--- src/common/flash_lock_defs.svh ---
// Constants for the global lock and two-step soft reset command block.
// Assumes a 125 MHz system clock sampling a slow host serial link.

`ifndef FLASH_LOCK_DEFS_SVH
`define FLASH_LOCK_DEFS_SVH

// ********************************************************
// Opcodes
// ********************************************************
`define OP_GLOBAL_LOCK 8'h7e
`define OP_GLOBAL_UNLOCK 8'h98
`define OP_RESET_ARM 8'h66
`define OP_RESET_EXEC 8'h99

// ********************************************************
// Register map, byte addresses
// ********************************************************
`define OFS_CTRL 8'h00
`define OFS_VOLATILE 8'h04
`define OFS_LOCKS 8'h08
`define OFS_STATUS 8'h0c

// Field positions
`define CTRL_FOUR_LINE_BIT 0
`define STAT_ARMED_BIT 0
`define STAT_RECOVER_BIT 1
`define STAT_PUW_DONE_BIT 2
`define STAT_LAST_OP_LSB 8

// Reset values and sizes
`define LOCK_COUNT 16
`define LOCK_ALL_SET 16'hffff
`define LOCK_ALL_CLEAR 16'h0000
`define VOL_RESET 24'h000000

// ********************************************************
// Timing
// ********************************************************
`define CLK_PERIOD_NS 8
`define RECOVER_TIME_NS 30000
`define RECOVER_CNT_W 12
`define PUW_TIME_MS 5
`define PUW_CNT_W 20

// AXI responses
`define RESP_OKAY 2'b00
`define RESP_SLVERR 2'b10

`endif

--- src/common/flash_lock_pkg.sv ---
// Types shared by the opcode capture and the command interpreter.
// Assumes flash_lock_defs.svh is compiled alongside.

package flash_lock_pkg;

	// Arm state; gray steps idle -> armed -> recovering
	typedef enum logic [1:0] {
		ST_IDLE = 2'b00,
		ST_ARMED = 2'b01,
		ST_RECOVER = 2'b11
	} arm_state_t;

	// One finished frame seen on the serial link
	typedef struct packed {
		logic valid;
		logic whole;
		logic [7:0] opcode;
	} frame_t;

	// Volatile settings wiped by a soft reset
	typedef struct packed {
		logic [7:0] continuous_mode_bits;
		logic [7:0] read_param_bits;
		logic spare;
		logic [2:0] wrap_setting_bits;
		logic volatile_status;
		logic busy;
		logic suspend_flag;
		logic write_enable_latch;
	} volatile_t;

endpackage

--- src/logic/serial_opcode_capture.sv ---
// Samples the host select, serial clock and data lines and assembles
// the first byte of each frame. Assumes all pins are asynchronous.
`timescale 1ns/100ps
`include "flash_lock_defs.svh"

module serial_opcode_capture import flash_lock_pkg::*; (
	input wire logic ref_clk,
	input wire logic rst_n,
	input wire logic cs_n,
	input wire logic sclk,
	input wire logic [3:0] io_in,
	input wire logic four_line_command_mode,
	output frame_t frame
);

	// ********************************************************
	// Synchronisers
	// ********************************************************
	logic [5:0] pin_meta; // First stage, read only by second
	logic [5:0] pin_sync; // {cs_n, sclk, io}
	logic cs_prev; // Edge detect history
	logic sclk_prev;

	// Two flops per pin, then one history flop for edges
	always_ff @(posedge ref_clk or negedge rst_n) begin
		if (!rst_n) begin
			// Select high, clock low: the idle levels of the pins
			pin_meta <= 6'h20;
			pin_sync <= 6'h20;
			cs_prev <= 1'b1;
			sclk_prev <= 1'b0;
		end else begin
			pin_meta <= {cs_n, sclk, io_in};
			pin_sync <= pin_meta;
			cs_prev <= pin_sync[5];
			sclk_prev <= pin_sync[4];
		end
	end

	logic cs_low;
	logic cs_fall;
	logic cs_rise;
	logic sclk_rise;
	assign cs_low = !pin_sync[5];
	assign cs_fall = cs_prev && !pin_sync[5];
	assign cs_rise = !cs_prev && pin_sync[5];
	assign sclk_rise = pin_sync[4] && !sclk_prev && cs_low;

	// ********************************************************
	// Shifter
	// ********************************************************
	logic [7:0] shreg; // Opcode being assembled
	logic [4:0] nbits; // Bits seen, saturates at 16
	frame_t next_frame;
	logic [7:0] next_shreg;
	logic [4:0] next_nbits;

	// Shift one or four bits per edge; only the first byte is kept
	always_comb begin
		next_shreg = shreg;
		next_nbits = nbits;
		next_frame = '0;
		if (cs_fall) begin
			next_nbits = 5'h00;
		end else if (sclk_rise && nbits < 5'h10) begin
			if (four_line_command_mode) begin
				if (nbits < 5'h08) begin
					next_shreg = {shreg[3:0], pin_sync[3:0]};
				end
				next_nbits = nbits + 5'h04;
			end else begin
				if (nbits < 5'h08) begin
					next_shreg = {shreg[6:0], pin_sync[0]};
				end
				next_nbits = nbits + 5'h01;
			end
		end
		// Frame ends on select release; empty frames are dropped
		if (cs_rise && nbits != 5'h00) begin
			next_frame.valid = 1'b1;
			next_frame.whole = (nbits == 5'h08);
			next_frame.opcode = shreg;
		end
	end

	// Register the shifter and the frame pulse
	always_ff @(posedge ref_clk or negedge rst_n) begin
		if (!rst_n) begin
			shreg <= 8'h00;
			nbits <= 5'h00;
			frame <= '0;
		end else begin
			shreg <= next_shreg;
			nbits <= next_nbits;
			frame <= next_frame;
		end
	end

endmodule

--- src/logic/flash_lock_top.sv ---
// Global lock/unlock and two-step soft reset interpreter with an
// AXI4-Lite register port. Assumes the host drives the serial pins.
//
// Design decisions made here: register access over AXI4-Lite and the placing of the registers.
`timescale 1ns/100ps
`include "flash_lock_defs.svh"

module flash_lock_top import flash_lock_pkg::*; #(
	// Power-up write delay in cycles, shorten for simulation
	parameter int unsigned PUW_CYCLES = (`PUW_TIME_MS * 1000000 +
		`CLK_PERIOD_NS - 1) / `CLK_PERIOD_NS
) (
	input wire logic ref_clk,
	input wire logic rst_n,
	input wire logic cs_n,
	input wire logic sclk,
	input wire logic [3:0] io_in,
	input wire logic [7:0] s_axi_awaddr,
	input wire logic s_axi_awvalid,
	output logic s_axi_awready,
	input wire logic [31:0] s_axi_wdata,
	input wire logic [3:0] s_axi_wstrb,
	input wire logic s_axi_wvalid,
	output logic s_axi_wready,
	output logic [1:0] s_axi_bresp,
	output logic s_axi_bvalid,
	input wire logic s_axi_bready,
	input wire logic [7:0] s_axi_araddr,
	input wire logic s_axi_arvalid,
	output logic s_axi_arready,
	output logic [31:0] s_axi_rdata,
	output logic [1:0] s_axi_rresp,
	output logic s_axi_rvalid,
	input wire logic s_axi_rready,
	output logic [`LOCK_COUNT-1:0] lock_bits,
	output logic powerup_write_ok
);

	localparam int unsigned RECOVER_CYC =
		`RECOVER_TIME_NS / `CLK_PERIOD_NS;

	// ********************************************************
	// Helpers
	// ********************************************************
	// Address decode shared by reads and writes
	function automatic logic mapped(input logic [7:0] a);
		return a == `OFS_CTRL || a == `OFS_VOLATILE ||
			a == `OFS_LOCKS || a == `OFS_STATUS;
	endfunction

	// Byte lane merge for software writes
	function automatic logic [31:0] merge(input logic [31:0] old,
		input logic [31:0] nw, input logic [3:0] strb);
		logic [31:0] r;
		r = old;
		for (int i = 0; i < 4; i++) begin
			if (strb[i]) begin
				r[i*8 +: 8] = nw[i*8 +: 8];
			end
		end
		return r;
	endfunction

	// ********************************************************
	// Link capture
	// ********************************************************
	logic four_line_command_mode; // Software selected line mode
	frame_t frame; // One-cycle frame report

	serial_opcode_capture capture (
		.ref_clk(ref_clk),
		.rst_n(rst_n),
		.cs_n(cs_n),
		.sclk(sclk),
		.io_in(io_in),
		.four_line_command_mode(four_line_command_mode),
		.frame(frame)
	);

	// ********************************************************
	// Command interpreter
	// ********************************************************
	arm_state_t state, next_state;
	logic [`RECOVER_CNT_W-1:0] rec_cnt, next_rec_cnt;
	logic [`LOCK_COUNT-1:0] next_lock_bits;
	logic [7:0] last_op, next_last_op; // Last accepted opcode
	logic accepted; // Frame arrives outside recovery
	logic soft_rst; // Reset pair completed

	// Frames during recovery are dropped whole
	assign accepted = frame.valid && state != ST_RECOVER;
	assign soft_rst = accepted && state == ST_ARMED && frame.whole &&
		frame.opcode == `OP_RESET_EXEC;

	// Next arm state, recovery count and protection bits
	always_comb begin
		next_state = state;
		next_rec_cnt = rec_cnt;
		next_lock_bits = lock_bits;
		next_last_op = last_op;
		if (accepted) begin
			next_last_op = frame.opcode;
			if (frame.whole && frame.opcode == `OP_GLOBAL_LOCK) begin
				next_lock_bits = `LOCK_ALL_SET;
			end else if (frame.whole &&
				frame.opcode == `OP_GLOBAL_UNLOCK) begin
				next_lock_bits = `LOCK_ALL_CLEAR;
			end
		end
		case (state)
			ST_IDLE: begin
				if (accepted && frame.whole &&
					frame.opcode == `OP_RESET_ARM) begin
					next_state = ST_ARMED;
				end
			end
			ST_ARMED: begin
				if (soft_rst) begin
					// Abort and start the blind period
					next_state = ST_RECOVER;
					next_rec_cnt = RECOVER_CYC[`RECOVER_CNT_W-1:0];
					next_lock_bits = `LOCK_ALL_SET;
				end else if (accepted && !(frame.whole &&
					frame.opcode == `OP_RESET_ARM)) begin
					next_state = ST_IDLE;
				end
			end
			ST_RECOVER: begin
				next_rec_cnt = rec_cnt - 1'b1;
				if (rec_cnt <= 1) begin
					next_state = ST_IDLE;
				end
			end
			default: begin
				next_state = ST_IDLE;
			end
		endcase
	end

	// Power-up leaves the array locked and disarmed
	always_ff @(posedge ref_clk or negedge rst_n) begin
		if (!rst_n) begin
			state <= ST_IDLE;
			rec_cnt <= '0;
			lock_bits <= `LOCK_ALL_SET;
			last_op <= 8'h00;
		end else begin
			state <= next_state;
			rec_cnt <= next_rec_cnt;
			lock_bits <= next_lock_bits;
			last_op <= next_last_op;
		end
	end

	// ********************************************************
	// Power-up write delay
	// ********************************************************
	logic [`PUW_CNT_W-1:0] pu_cnt, next_pu_cnt;
	logic next_pu_done;

	// Count once from power-up; a soft reset does not restart it
	always_comb begin
		next_pu_cnt = pu_cnt;
		if (pu_cnt != PUW_CYCLES[`PUW_CNT_W-1:0]) begin
			next_pu_cnt = pu_cnt + 1'b1;
		end
		next_pu_done = next_pu_cnt == PUW_CYCLES[`PUW_CNT_W-1:0];
	end

	always_ff @(posedge ref_clk or negedge rst_n) begin
		if (!rst_n) begin
			pu_cnt <= '0;
			powerup_write_ok <= 1'b0;
		end else begin
			pu_cnt <= next_pu_cnt;
			powerup_write_ok <= next_pu_done;
		end
	end

	// ********************************************************
	// AXI4-Lite slave and software registers
	// ********************************************************
	logic aw_got, next_aw_got; // Write address held
	logic w_got, next_w_got; // Write data held
	logic [7:0] aw_addr, next_aw_addr;
	logic [31:0] w_data, next_w_data;
	logic [3:0] w_strb, next_w_strb;
	logic next_bvalid, next_rvalid;
	logic [1:0] next_bresp, next_rresp;
	logic [31:0] next_rdata;
	logic next_four_line;
	volatile_t vol, next_vol; // Settings wiped by soft reset
	logic do_write; // Both halves present, response free
	logic [31:0] rd_word;
	logic [31:0] wr_word; // Write data merged by byte lane

	// One write and one read in flight; channels held until taken
	assign s_axi_awready = !aw_got && !s_axi_bvalid;
	assign s_axi_wready = !w_got && !s_axi_bvalid;
	assign s_axi_arready = !s_axi_rvalid;
	assign do_write = aw_got && w_got && !s_axi_bvalid;

	// Bus next state and register updates
	always_comb begin
		wr_word = 32'h0000_0000;
		next_aw_got = aw_got;
		next_w_got = w_got;
		next_aw_addr = aw_addr;
		next_w_data = w_data;
		next_w_strb = w_strb;
		next_bvalid = s_axi_bvalid && !s_axi_bready;
		next_bresp = s_axi_bresp;
		next_rvalid = s_axi_rvalid && !s_axi_rready;
		next_rresp = s_axi_rresp;
		next_rdata = s_axi_rdata;
		next_four_line = four_line_command_mode;
		next_vol = vol;
		if (s_axi_awvalid && s_axi_awready) begin
			next_aw_got = 1'b1;
			next_aw_addr = s_axi_awaddr;
		end
		if (s_axi_wvalid && s_axi_wready) begin
			next_w_got = 1'b1;
			next_w_data = s_axi_wdata;
			next_w_strb = s_axi_wstrb;
		end
		if (do_write) begin
			next_aw_got = 1'b0;
			next_w_got = 1'b0;
			next_bvalid = 1'b1;
			next_bresp = mapped(aw_addr) ? `RESP_OKAY : `RESP_SLVERR;
			if (aw_addr == `OFS_CTRL) begin
				wr_word = merge({31'h0, four_line_command_mode}, w_data,
					w_strb);
				next_four_line = wr_word[`CTRL_FOUR_LINE_BIT];
			end else if (aw_addr == `OFS_VOLATILE) begin
				wr_word = merge({8'h00, vol}, w_data, w_strb);
				next_vol = volatile_t'(wr_word[23:0]);
				next_vol.spare = 1'b0;
			end
		end
		// Soft reset beats a software write in the same cycle
		if (soft_rst) begin
			next_vol = volatile_t'(`VOL_RESET);
		end
		rd_word = 32'h0000_0000;
		case (s_axi_araddr)
			`OFS_CTRL: rd_word[`CTRL_FOUR_LINE_BIT] = four_line_command_mode;
			`OFS_VOLATILE: rd_word[23:0] = vol;
			`OFS_LOCKS: rd_word[`LOCK_COUNT-1:0] = lock_bits;
			`OFS_STATUS: begin
				rd_word[`STAT_ARMED_BIT] = state == ST_ARMED;
				rd_word[`STAT_RECOVER_BIT] = state == ST_RECOVER;
				rd_word[`STAT_PUW_DONE_BIT] = powerup_write_ok;
				rd_word[`STAT_LAST_OP_LSB +: 8] = last_op;
			end
			default: rd_word = 32'h0000_0000;
		endcase
		if (s_axi_arvalid && s_axi_arready) begin
			next_rvalid = 1'b1;
			next_rdata = rd_word;
			next_rresp = mapped(s_axi_araddr) ? `RESP_OKAY : `RESP_SLVERR;
		end
	end

	always_ff @(posedge ref_clk or negedge rst_n) begin
		if (!rst_n) begin
			aw_got <= 1'b0;
			w_got <= 1'b0;
			aw_addr <= 8'h00;
			w_data <= 32'h0000_0000;
			w_strb <= 4'h0;
			s_axi_bvalid <= 1'b0;
			s_axi_bresp <= `RESP_OKAY;
			s_axi_rvalid <= 1'b0;
			s_axi_rresp <= `RESP_OKAY;
			s_axi_rdata <= 32'h0000_0000;
			four_line_command_mode <= 1'b0;
			vol <= volatile_t'(`VOL_RESET);
		end else begin
			aw_got <= next_aw_got;
			w_got <= next_w_got;
			aw_addr <= next_aw_addr;
			w_data <= next_w_data;
			w_strb <= next_w_strb;
			s_axi_bvalid <= next_bvalid;
			s_axi_bresp <= next_bresp;
			s_axi_rvalid <= next_rvalid;
			s_axi_rresp <= next_rresp;
			s_axi_rdata <= next_rdata;
			four_line_command_mode <= next_four_line;
			vol <= next_vol;
		end
	end

	logic cmd_lock, cmd_unlock, cmd_exec;
	assign cmd_lock = frame.valid && frame.whole &&
		frame.opcode == `OP_GLOBAL_LOCK;
	assign cmd_unlock = frame.valid && frame.whole &&
		frame.opcode == `OP_GLOBAL_UNLOCK;
	assign cmd_exec = frame.valid && frame.whole &&
		frame.opcode == `OP_RESET_EXEC;
endmodule

--- config.mk ---
export PLATFORM = sky130hd
export DESIGN_NAME = flash_lock_top
export DESIGN_NICKNAME = d
export VERILOG_FILES = /design/src/common/flash_lock_pkg.sv /design/src/logic/serial_opcode_capture.sv /design/src/logic/flash_lock_top.sv
export VERILOG_INCLUDE_DIRS = /design/src /design/src/common
export SDC_FILE = /design/constraint.sdc
export NUM_CORES = 1
export LEC_CHECK = 0
export ABC_CLOCK_PERIOD_IN_PS = 4500
export BUFFER_PORTS_ARGS = -buffer_cell sky130_fd_sc_hd__buf_2
export CAP_MARGIN = 10
export CORE_MARGIN = 4
export CORE_UTILIZATION = 55
export DETAILED_ROUTE_END_ITERATION = 6
export PLACE_DENSITY = 0.83
export SKIP_LAST_GASP = 1
export SLEW_MARGIN = 30
export SYNTH_ARGS = -nofsm -noshare
export SYNTH_HDL_FRONTEND = slang
export SYNTH_SLANG_ARGS = --single-unit
export TNS_END_PERCENT = 20
--- constraint.sdc ---
create_clock -name ref_clk -period 4.5 [get_ports ref_clk]
set_input_delay 0.225 -clock ref_clk [delete_from_list [all_inputs] [get_ports ref_clk]]
set_output_delay 0.225 -clock ref_clk [all_outputs]
set_load 0.005 [all_outputs]
Yosys cells after proc, flatten, opt, wreduce, memory -nomap -nowiden --
Cells that the tools add are included.
Operators by class: add/sub/neg operators 4, reductions and logical operators 62, muxes and demuxes 40, order comparisons 3, eq/ne operators 21, bitwise logic cells 1
Operator list (number):
- two-way mux 24 bit | 4
- two-way mux 16 bit | 5
- two-way mux 8 bit | 6
- == test 8 x 4 -> 1 bit, second input constant | 4
- logical AND 1 bit | 25
- one-hot mux 12 bit (2 select lines) | 1
- one-hot mux 8 bit (3 select lines) | 1
- adder 20 x 1 -> 20 bit, second input constant | 1
- == test 20 bit, second input constant | 1
- two-way mux 20 bit | 1
- != test 20 bit, second input constant | 1
- nonzero test 2 bit | 9
- == test 8 x 3 -> 1 bit, second input constant | 2
- == test 8 x 7 -> 1 bit, second input constant | 2
- == test 8 bit, second input constant | 2
- zero test 8 bit | 2
- two-way mux 5 bit | 3
- <= comparator 12 x 1 -> 1 bit, second input constant | 1
- two-way mux 12 bit | 1
- two-way mux 2 bit | 6
- one-hot mux 2 bit (3 select lines) | 2
- AND reduction 3 bit | 4
- AND reduction 4 bit | 3
- subtractor 12 x 1 -> 12 bit, second input constant | 1
- 20 further kinds | 43
Storage, ports and cells: output and inout bits 58, word-level logic and storage cells 165, input bits 65, bits in registers 188

Logic depth before layout (Yosys ltp) --
Gate-level depths: netlist of run 1.
word-level depth 7, depth in mapped cells 7, depth with buffers taken out 7

Modules after synthesis --
Synthesis of run 1 repeated with hierarchy kept, for this count alone.
Unflattened totals: cells, all modules 688, area total of the unflattened synthesis 7967.6 µm²
By module, submodules not included:
- flash_lock_top | cells each 590, times used 1, seq. area each 3698.5 µm², area an instance 6520.0 µm²
- serial_opcode_capture | cells each 98, times used 1, seq. area each 929.6 µm², area an instance 1447.6 µm²

Least setup slack after synthesis of run 1 --
No wires, ideal clock.
path kind reg2reg, start register pu_cnt[2], end register powerup_write_ok, slack 2.273 ns, setup time 0.101 ns, data arrival time 2.126 ns, stages on the path, launching flop included 7, data required time 4.399 ns, clock period less this slack 2.227 ns, cells stage by stage dfrtp_1 -> nand2b_1 -> or4_4 -> nor4_4 -> mux2i_1 -> or4_1 -> nor4_1
On the way: word-level cells in the longest chain between the ends 3, elaborated cells between the ends (all ways) 4, classes of those cells add/sub: 1; eq/ne: 2; mux: 1
RTL lines:
- start, declared | RTL line flash_lock_top.sv:158 | logic [`PUW_CNT_W-1:0] pu_cnt, next_pu_cnt;
- start signal, assigned | RTL line flash_lock_top.sv:175 | pu_cnt <= next_pu_cnt;
- adder 20 x 1 -> 20 bit / != test 20 bit (equally long branches) | RTL line flash_lock_top.sv:165, flash_lock_top.sv:164
- two-way mux 20 bit (*) | RTL line flash_lock_top.sv:164 | if (pu_cnt != PUW_CYCLES[`PUW_CNT_W-1:0]) begin
- == test 20 bit (*) | RTL line flash_lock_top.sv:167 | next_pu_done = next_pu_cnt == PUW_CYCLES[`PUW_CNT_W-1:0];
- via next_pu_done | RTL line flash_lock_top.sv:159 | logic next_pu_done;
- end signal, assigned | RTL line flash_lock_top.sv:176 | powerup_write_ok <= next_pu_done;
- end, declared | RTL line flash_lock_top.sv:36 | output logic powerup_write_ok
Mark *: on every way through the listed nets, which the timed path passes. The rest lies on a longest branch. A chain may end at the register's enable or synchronous reset.

Worst setup path in the final report of run 1 --
Same ends and word-level chain as after synthesis.

==> flow_summary.toml, run 1 <==
[run_status]
status = "finished clean"

[logic_synthesis]
synth-async-reset-ratio = 1.00
yosysTopAreaCellShare = 0.525
syn-cell-area_sq_um = 7860
synthFlopType = "dfrtp_1"
synth_cell_types = 54
synth-edff-count = 0
ys_seq_area_frac = 0.589
yosys_warnings = 0
syn_inst = 697
synthTopCellsByArea = "dfrtp_1, mux2_2, dfstp_2"
ys_ff_latch = 184
synth_top_cell_by_area = "dfrtp_1"
syn_area_per_cell_sq_um = 11.3

[global_routing]
overflow = 0
grt_max_degree = 112
antenna_found_initial = 0
grt_pass1_wl_microns = 26600
track_usage = 0.204
grt_pass1_vias = 5400

[die]
die_area_sq_um = 16300
initial_core_util = 0.564
die_h_microns = 128
fp.dieW_microns = 128
num_rows = 43
core_area_sq_um = 13900
ioPinCount = 123

[routing]
wl_per_cell_microns = 16.3
wl_met3_microns = 945
wl_microns = 16200
routed_via_density = 5.63
dr_wl_met2_microns = 7620
vias = 5601
postRouteAntennaNets = 0
m1WireLength_microns = 7320
topRoutingLayerUsed = "met4"
dr.pass1.iters = 5
drt_iter0_drc = 467
drc_errors = 0

[job]
cap_violations = 0

[clock_tree]
clockBufferDepth = 2
htree_levels = 4
cts_tree = "built"
cts.sinks = 184
post-cts-setup-buffers = 0
clk_latency_ns = 0.42
clock-root-buffer = "clkbuf_16"
clkSlewWorstSetupHoldPaths_ns = 0.06
numCtsBuffers = 17
cts_resized = 0

[sta]
finalCriticalPeriod_ns = 2.52
finClkSkew_ns = 0.00659
fin_ws_ns = 1.98
maxSlewHeadroom = 0.465
rsz0062_at_grt = "no"
period_share = 0.560
finalSetupViolations = 0
worstMarginPinSlew_ns = 0.802
final_hold_viol_count = 0
holdWs_ns = 0.0275
maxSlewViolCount = 0
max_freq_mhz = 397
tns_ns = 0

[finish]
final_util = 0.659
num-fill-cells = 1061
nets = 877
final_design_area_no_fill_sq_um = 9190
instances_no_fill = 994
diodes = 0
drive_above_1_share = 0.275
multi_input_area_sq_um = 3040
ff_latch_area_sq_um = 4630
areaGrowthSynthToFinish_pct = 16.8

[critical_path]
reg2reg_to = "powerup_write_ok"
cp-endpoint = "powerup_write_ok"
r2r_slack_ns = 1.98
critPathLaunch = "pu_cnt[2]"
startpoint_type = "register"
arrival_ns = 2.84
critPathRequiredTime_ns = 4.82
crit_path_end_kind = "register"
path_max_fanout = 8
r2r_start = "pu_cnt[2]"
worst_r2r_path_depth = 6
path_class = "register to register"

[power]
pwr-share-clk = 0.361
combPwrFrac = 0.119
p_per_area_nw_per_um2 = 436
p_leak_nw = 4.34
vdd_drop_max_mv = 0.277
power_switching_uw = 1000
p_sw_frac = 0.250
p_int_mw = 3.00
seqPwrFrac = 0.520
power_mw = 4.00

[worst_hold_path]
min_path_cells = 2
hold_class = "input port to register"

[place]
hpwlAfterDp_microns = 11100
dp_cells = 955
dpl-instance-area_sq_um = 8530
pre_cts_ws_ns = 2.03
portBuffers = 102
gp_congestion = 0.852
[cells in the mapped netlist (all sizes together) (2+ instances only)]
cell    instances
nand2          88
mux2i           8
o31ai           5
clkbuf         27
mux2           57
nor4            8
a31oi           5
nor2           26
and2           11
or2             2
nor3           15
ha              9
nor3b           2
xor2            8
or4             4
o211ai          2
a22oi          14
dfstp          19
and3            7
nand3b          3
o21ai          46
a211oi          2
or3             4
or2b            2
a21oi          30
inv            15
dfrtp         165
nand3          41
buf            12
xnor2          14
a21o           18
nand4           2
nand2b          3
nor2b           6
nand4b          4
[critical path, cell delays in order, from the launching register on]
cell      delay (ns)
dfrtp_1         0.45
nand2b_1        0.21
or4_4           0.54
nor4_4          0.30
mux2i_1         0.14
or4_1           0.48
nor4_1          0.29
[cells in the final DEF (no fill, tap or decap), types with 15 or more instances in the layout]
cell type and count:
mux2_2 57, dfrtp_1 165, inv_1 15, nor2_1 26, dfstp_2 19, clkbuf_16 17
nand3_1 41, nand2_1 88, buf_2 101, a21oi_1 30, o21ai_0 45, a21o_1 18
[final cells by class]
class / count / area share
sequential: 184 / 0.504
multi-input combinational: 468 / 0.331
timing repair buffer: 117 / 0.0727
clock buffer: 22 / 0.0516
tap: 180 / 0.0245
clock inverter: 8 / 0.0106
inverter: 15 / 0.00613
[flip-flops by register name (all words and copies together), names as in the netlist, 2 cells and up]
register          flops
aw_addr               8
capture.frame        10
capture.nbits         5
capture.pin_meta      6
capture.pin_sync      6
capture.shreg         8
last_op               8
lock_bits            16
pu_cnt               20
rec_cnt              12
s_axi_rdata          24
state                 2
vol                  23
w_data               23
w_strb                3
[cell families (layout without fill, tap and decap cells)]
| family | Yosys count | in the layout | share of synthesized area |
|---|---|---|---|
| other | 1 | 10 | 0.000477 |
| buffers and inverters | 54 | 162 | 0.0310 |
| AND/OR/NAND/NOR | 232 | 232 | 0.147 |
| flip-flops | 184 | 184 | 0.589 |
| multiplexers | 66 | 66 | 0.0947 |
| XOR/XNOR | 22 | 22 | 0.0245 |
| adder cells (fa/ha/maj) | 9 | 9 | 0.0143 |
| AO/OA/AOI/OAI | 129 | 129 | 0.0990 |
[power by group through the flow]
| stage | combinational (mW) | sequential (mW) | clock [mW] |
|---|---|---|---|
| floorplan | 0.382 | 2.00 | 0 |
| global placement | 0.450 | 2.10 | 0 |
| detailed placement | 0.471 | 2.11 | 0 |
| CTS | 0.482 | 2.08 | 1.47 |
| global route | 0.531 | 2.11 | 1.54 |
| finish | 0.475 | 2.08 | 1.45 |
[worst min path at each step]
stage	from	endpoint	slack, ns
3_5_place_dp	cs_n	capture.pin_meta[5]	0.33
5_1_grt	s_axi_wstrb[2]	w_strb[2]	0.02
3_3_place_gp	cs_n	capture.pin_meta[5]	0.33
4_1_cts	s_axi_wdata[1]	w_data[1]	0.01
2_1_floorplan	rst_n	aw_addr[0]	-0.07
6_report	s_axi_wdata[1]	w_data[1]	0.03
[layer usage]
metal / vias to the layer above / global-route usage
met5: - / 0
met3: 27 / 0.0472
met4: 0 / 0.0787
met2: 171 / 0.314
li1: 2633 / -
met1: 2770 / 0.286
[repair_timing]
| action | 4_1_cts | 5_1_grt |
|---|---|---|
| setup endpoints to repair | 0 | 0 |
| endpoints found under the hold margin | 102 | 0 |
| hold buffers | 9 | 0 |
No activity file was read; power rests on OpenSTA's default activity.
==> run 2, diff against run 1 <==
- ABC_CLOCK_PERIOD_IN_PS: 4500 -> 2100
- CORE_UTILIZATION: 55 -> 51
- PLACE_DENSITY: 0.83 -> 0.81
- clock period: 4.5 -> 2.1 ns (I/O delays scaled with it)
==> run 2 against run 1 <==
  * The flow now finishes with violations (negative setup slack)
  * Combinational power grew 140%
  * Final cell count rose by 7.7%
  * Power increased by 120%
  * Via count is 6.9% higher
  * Sequential share of layout area down 3.3 points
  * Count of clock-buffer cells in the layout grew 1
  * First-iteration DRC count fell by 7.3%
  * Hold slack improved by 0.042 ns
  * Die area grew 7.3%
  * Global-route usage up 1.3 points
  * Sequential power grew 110%
  * Critical path type unchanged
  * Critical endpoint unchanged
  * Highest routed layer unchanged
==> flow_summary.toml, run 2 (synthesis gave the netlist of run 1 again) <==
[power]
power_switching_mw = 2.22
combPwrFrac = 0.124
pwr-share-clk = 0.379
p_sw_frac = 0.247
p_leak_nw = 4.68
vdd_drop_max_mv = 0.637
p_int_mw = 6.78
seqPwrFrac = 0.497
power_mw = 9.00
p_per_area_nw_per_um2 = 914

[critical_path]
path_class = "register to register"
critPathMaxStageDelay_ns = 0.55
crit_slowest_cell = "or4_4"
path_max_fanout = 2
arrival_ns = 2.55
startpoint_type = "register"
crit_path_end_kind = "register"
critPathRequiredTime_ns = 2.42
path_cells = "or4_4 -> nor4_4 -> mux2i_1 -> or4_1 -> nor4_1"

[die]
core_area_sq_um = 15100
num_rows = 45
die_area_sq_um = 17500
ioPinCount = 123
fp.dieW_microns = 132
initial_core_util = 0.519
die_h_microns = 132

[global_routing]
track_usage = 0.217
grt_pass1_wl_microns = 30500
overflow = 0
grt_max_degree = 64
antenna_found_initial = 0
grt_pass1_vias = 6014

[place]
portBuffers = 102
hpwlAfterDp_microns = 12000
dpl-instance-area_sq_um = 8780
gp_congestion = 0.882
dp_cells = 996
pre_cts_ws_ns = -0.0765

[sta]
tns_ns = -0.122
max_freq_mhz = 450
holdWs_ns = 0.0697
finClkSkew_ns = 0.0104
maxSlewHeadroom = 0.614
fin_ws_ns = -0.122
period_share = 1.06
rsz0062_at_grt = "yes"
finalSetupViolations = 1
final_hold_viol_count = 0
finalCriticalPeriod_ns = 2.22
maxSlewViolCount = 0
worstMarginPinSlew_ns = 0.579

[clock_tree]
clockBufferDepth = 2
htree_levels = 4
cts_tree = "built"
post-cts-setup-buffers = 0
clk_latency_ns = 0.43
clkSlewWorstSetupHoldPaths_ns = 0.07
numCtsBuffers = 17
clock-root-buffer = "clkbuf_16"
cts.sinks = 184

[finish]
instances_no_fill = 1071
final_util = 0.650
drive_above_1_share = 0.290
top_register = "s_axi_rdata"
final_design_area_no_fill_sq_um = 9840
areaGrowthSynthToFinish_pct = 25.2
diodes = 0
top_regs = "s_axi_rdata: 24 flops, vol: 23 flops, w_data: 23 flops"
layout_commonest_cell = "dfrtp_1"
largest_reg_flops = 24
nets = 944
final_cell_mix = "dfrtp_1, buf_2, nand2_1"

[run_status]
failed_checks = "negative setup slack"
status = "finished with violations"

[routing]
dr.pass1.iters = 6
drt_iter0_drc = 433
routed_via_density = 5.59
wl_per_cell_microns = 17.1
drc_errors = 0
wl_microns = 18300
postRouteAntennaNets = 0
vias = 5988

[job]
cap_violations = 0

[worst_hold_path]
hold_class = "input port to register"
## run 2: cell types whose count changed in the layout (fill, tap and decap cells not counted), moves of 3 or more
cell / change
clkbuf_1: +4
buf_4: +32
clkbuf_8: -3
dlygate4sd3_1: +34
bufinv_16: +3
## run 2: final cells by class
type | count | area (sq um)
Multi-Input combinational cell | 468 | 3040
Sequential cell | 184 | 4630
Clock inverter | 9 | 176
Inverter | 15 | 56.3
Timing Repair Buffer | 184 | 1260
Clock buffer | 23 | 448
Fill cell | 1070 | 5300
Tap cell | 188 | 235
## run 2: worst paths after layout
| kind | start | end | slack (ns) | depth (start not counted) |
|---|---|---|---|---|
| worst max-delay path | pu_cnt[9] | powerup_write_ok | -0.12 | 5 |
| worst max register to register | pu_cnt[9] | powerup_write_ok | -0.12 | 5 |
| max in group asynchronous | rst_n | aw_addr[1] | 1.16 | 3 |
| min in group asynchronous | rst_n | s_axi_rdata[19] | 0.22 | 2 |
| worst min register to register | capture.pin_meta[4] | capture.pin_sync[4] | 0.35 | 0 |
| worst min-delay path | s_axi_wvalid | w_got | 0.07 | 3 |
## run 2: timing repair
action / in CTS / in global routing
endpoints found under the setup margin: 1 / 19
resized for setup: 0 / 2
hold endpoints to repair: 85 / 0
hold buffers: 43 / 0
## run 2: routing by layer
layer | up-vias | global-route usage | wire length, microns
met2 | 216 | 0.350 | 8990
met3 | 47 | 0.0447 | 985
met5 | - | 0 | 0
met4 | 0 | 0.0935 | 544
met1 | 2946 | 0.288 | 7740
li1 | 2779 | - | -
## run 2: critical path, delay by kind of cell (launching register included)
| kind | cells | cell delay [ns] |
|---|---|---|
| mux | 1 | 0.11 |
| flops | 1 | 0.38 |
| simple gates | 4 | 1.62 |
## run 2: power groups by stage
stage	sequential, mW	clock, mW	combinational [mW]
floorplan	4.29	0	0.818
global placement	4.48	0	0.995
detailed placement	4.50	0	1.03
CTS	4.45	3.45	1.11
global route	4.52	3.60	1.24
finish	4.47	3.41	1.12
==> run 3, diff against run 2 <==
- MAX_ROUTING_LAYER: not set -> met4
==> run 3 against run 2 <==
  * Via count shrank 0.22%
  * The run still ends with negative setup slack left
  * Sequential power is essentially flat
  * Critical endpoint unchanged
  * Utilization is the same
==> flow_summary.toml, run 3 (synthesis gave the netlist of run 1 again) <==
[finish]
top_register = "s_axi_rdata"
largest_reg_flops = 24
top_regs = "s_axi_rdata: 24 flops, vol: 23 flops, w_data: 23 flops"
areaGrowthSynthToFinish_pct = 25.2
nets = 944
diodes = 0
final_cell_mix = "dfrtp_1, buf_2, nand2_1"
drive_above_1_share = 0.290
layout_commonest_cell = "dfrtp_1"

[sta]
maxSlewViolCount = 0
holdWs_ns = 0.0683
max_freq_mhz = 449
fin_ws_ns = -0.126
finalCriticalPeriod_ns = 2.23
maxSlewHeadroom = 0.612
finClkSkew_ns = 0.00912
finalSetupViolations = 1
final_hold_viol_count = 0
rsz0062_at_grt = "yes"
period_share = 1.06
tns_ns = -0.126
worstMarginPinSlew_ns = 0.582

[clock_tree]
cts_tree = "built"
clk_latency_ns = 0.43
htree_levels = 4
cts.sinks = 184
clkSlewWorstSetupHoldPaths_ns = 0.07
numCtsBuffers = 17
clock-root-buffer = "clkbuf_16"
clockBufferDepth = 2

[critical_path]
critPathRequiredTime_ns = 2.42
startpoint_type = "register"
arrival_ns = 2.55
crit_path_end_kind = "register"
path_max_fanout = 2
r2r_slack_ns = -0.13
path_class = "register to register"

[power]
p_int_mw = 6.78
p_sw_frac = 0.247
p_leak_nw = 4.68
combPwrFrac = 0.124
vdd_drop_max_mv = 0.638
power_switching_mw = 2.22
seqPwrFrac = 0.497
pwr-share-clk = 0.379
p_per_area_nw_per_um2 = 914

[global_routing]
track_usage = 0.224
grt_pass1_wl_microns = 30400
overflow = 0
grt_pass1_vias = 6036
grt_max_degree = 64
antenna_found_initial = 0

[place]
hpwlAfterDp_microns = 12000
portBuffers = 102
gp_congestion = 0.896
pre_cts_ws_ns = -0.0765

[job]
cap_violations = 0

[routing]
wl_microns = 18300
drt_iter0_drc = 417
postRouteAntennaNets = 0
wl_per_cell_microns = 17.0
drc_errors = 0
routed_via_density = 5.58
vias = 5975
dr.pass1.iters = 6

[die]
fp.dieW_microns = 132
ioPinCount = 123
die_area_sq_um = 17500
die_h_microns = 132
initial_core_util = 0.519
core_area_sq_um = 15100
num_rows = 45

[run_status]
failed_checks = "negative setup slack"
status = "finished with violations"

[worst_hold_path]
hold_class = "input port to register"
[run 3: cell counts in the layout (fill, tap and decap cells not counted)]
Identical to the previous run, type by type.
[run 3: what timing repair did]
| action | in CTS | in global routing |
|---|---|---|
| gates resized for setup | 0 | 2 |
| cloned | 0 | 0 |
| hold buffers | 43 | 0 |
| endpoints found under the hold margin | 85 | 0 |
| endpoints found under the setup margin | 1 | 19 |
| buffers inserted | 0 | 0 |
[run 3: power by group through the flow]
| stage | combinational (mW) | clock (mW) | sequential, mW |
|---|---|---|---|
| after floorplan | 0.818 | 0 | 4.29 |
| after global placement | 0.995 | 0 | 4.48 |
| after detailed placement | 1.03 | 0 | 4.50 |
| after CTS | 1.11 | 3.45 | 4.45 |
| after global routing | 1.24 | 3.61 | 4.52 |
| final | 1.12 | 3.41 | 4.47 |
[run 3: area by class of cell]
cell class                      instances  area, sq um
Fill cell                            1070         5300
Sequential cell                       184         4630
Clock inverter                          9          176
Tap cell                              188          235
Multi-Input combinational cell        468         3040
Timing Repair Buffer                  184         1260
Inverter                               15         56.3
Clock buffer                           23          448
[run 3: worst max-delay path, cell delays in order (launching register included)]
cell and delay (ns):
dfrtp_1 0.38, or2b_1 0.24, or4_4 0.44, nor4_4 0.20, mux2i_1 0.12, or4_1 0.48
nor4_1 0.26
[run 3: per-stage QoR]
step	total power [mW]	instance area, sq um	utilization	instances
6_report	9.00	9840	0.650	1071
5_1_grt	9.37	9840	0.650	1071
3_5_place_dp	5.54	8780	0.580	996
4_1_cts	9.01	9840	0.649	1071
2_1_floorplan	5.11	7900	-	706
3_3_place_gp	5.47	8780	0.580	996
[run 3: path summary, 6_finish.rpt]
check	startpoint	endpoint	cells past startpoint
setup / recovery	pu_cnt[4]	powerup_write_ok	6
hold / removal	s_axi_wvalid	w_got	3
setup reg to reg	pu_cnt[4]	powerup_write_ok	6
hold reg to reg	capture.pin_meta[4]	capture.pin_sync[4]	0
max in group asynchronous	rst_n	capture.cs_prev	3
min in group asynchronous	rst_n	s_axi_rdata[19]	2
[run 3: routing by layer]
layer	track usage	part of all wire	up-vias
met3	0.0466	0.056	55
met5	-	0	-
met1	0.287	0.42	2927
li1	-	-	2782
met4	0.0935	0.034	0
met2	0.349	0.49	211
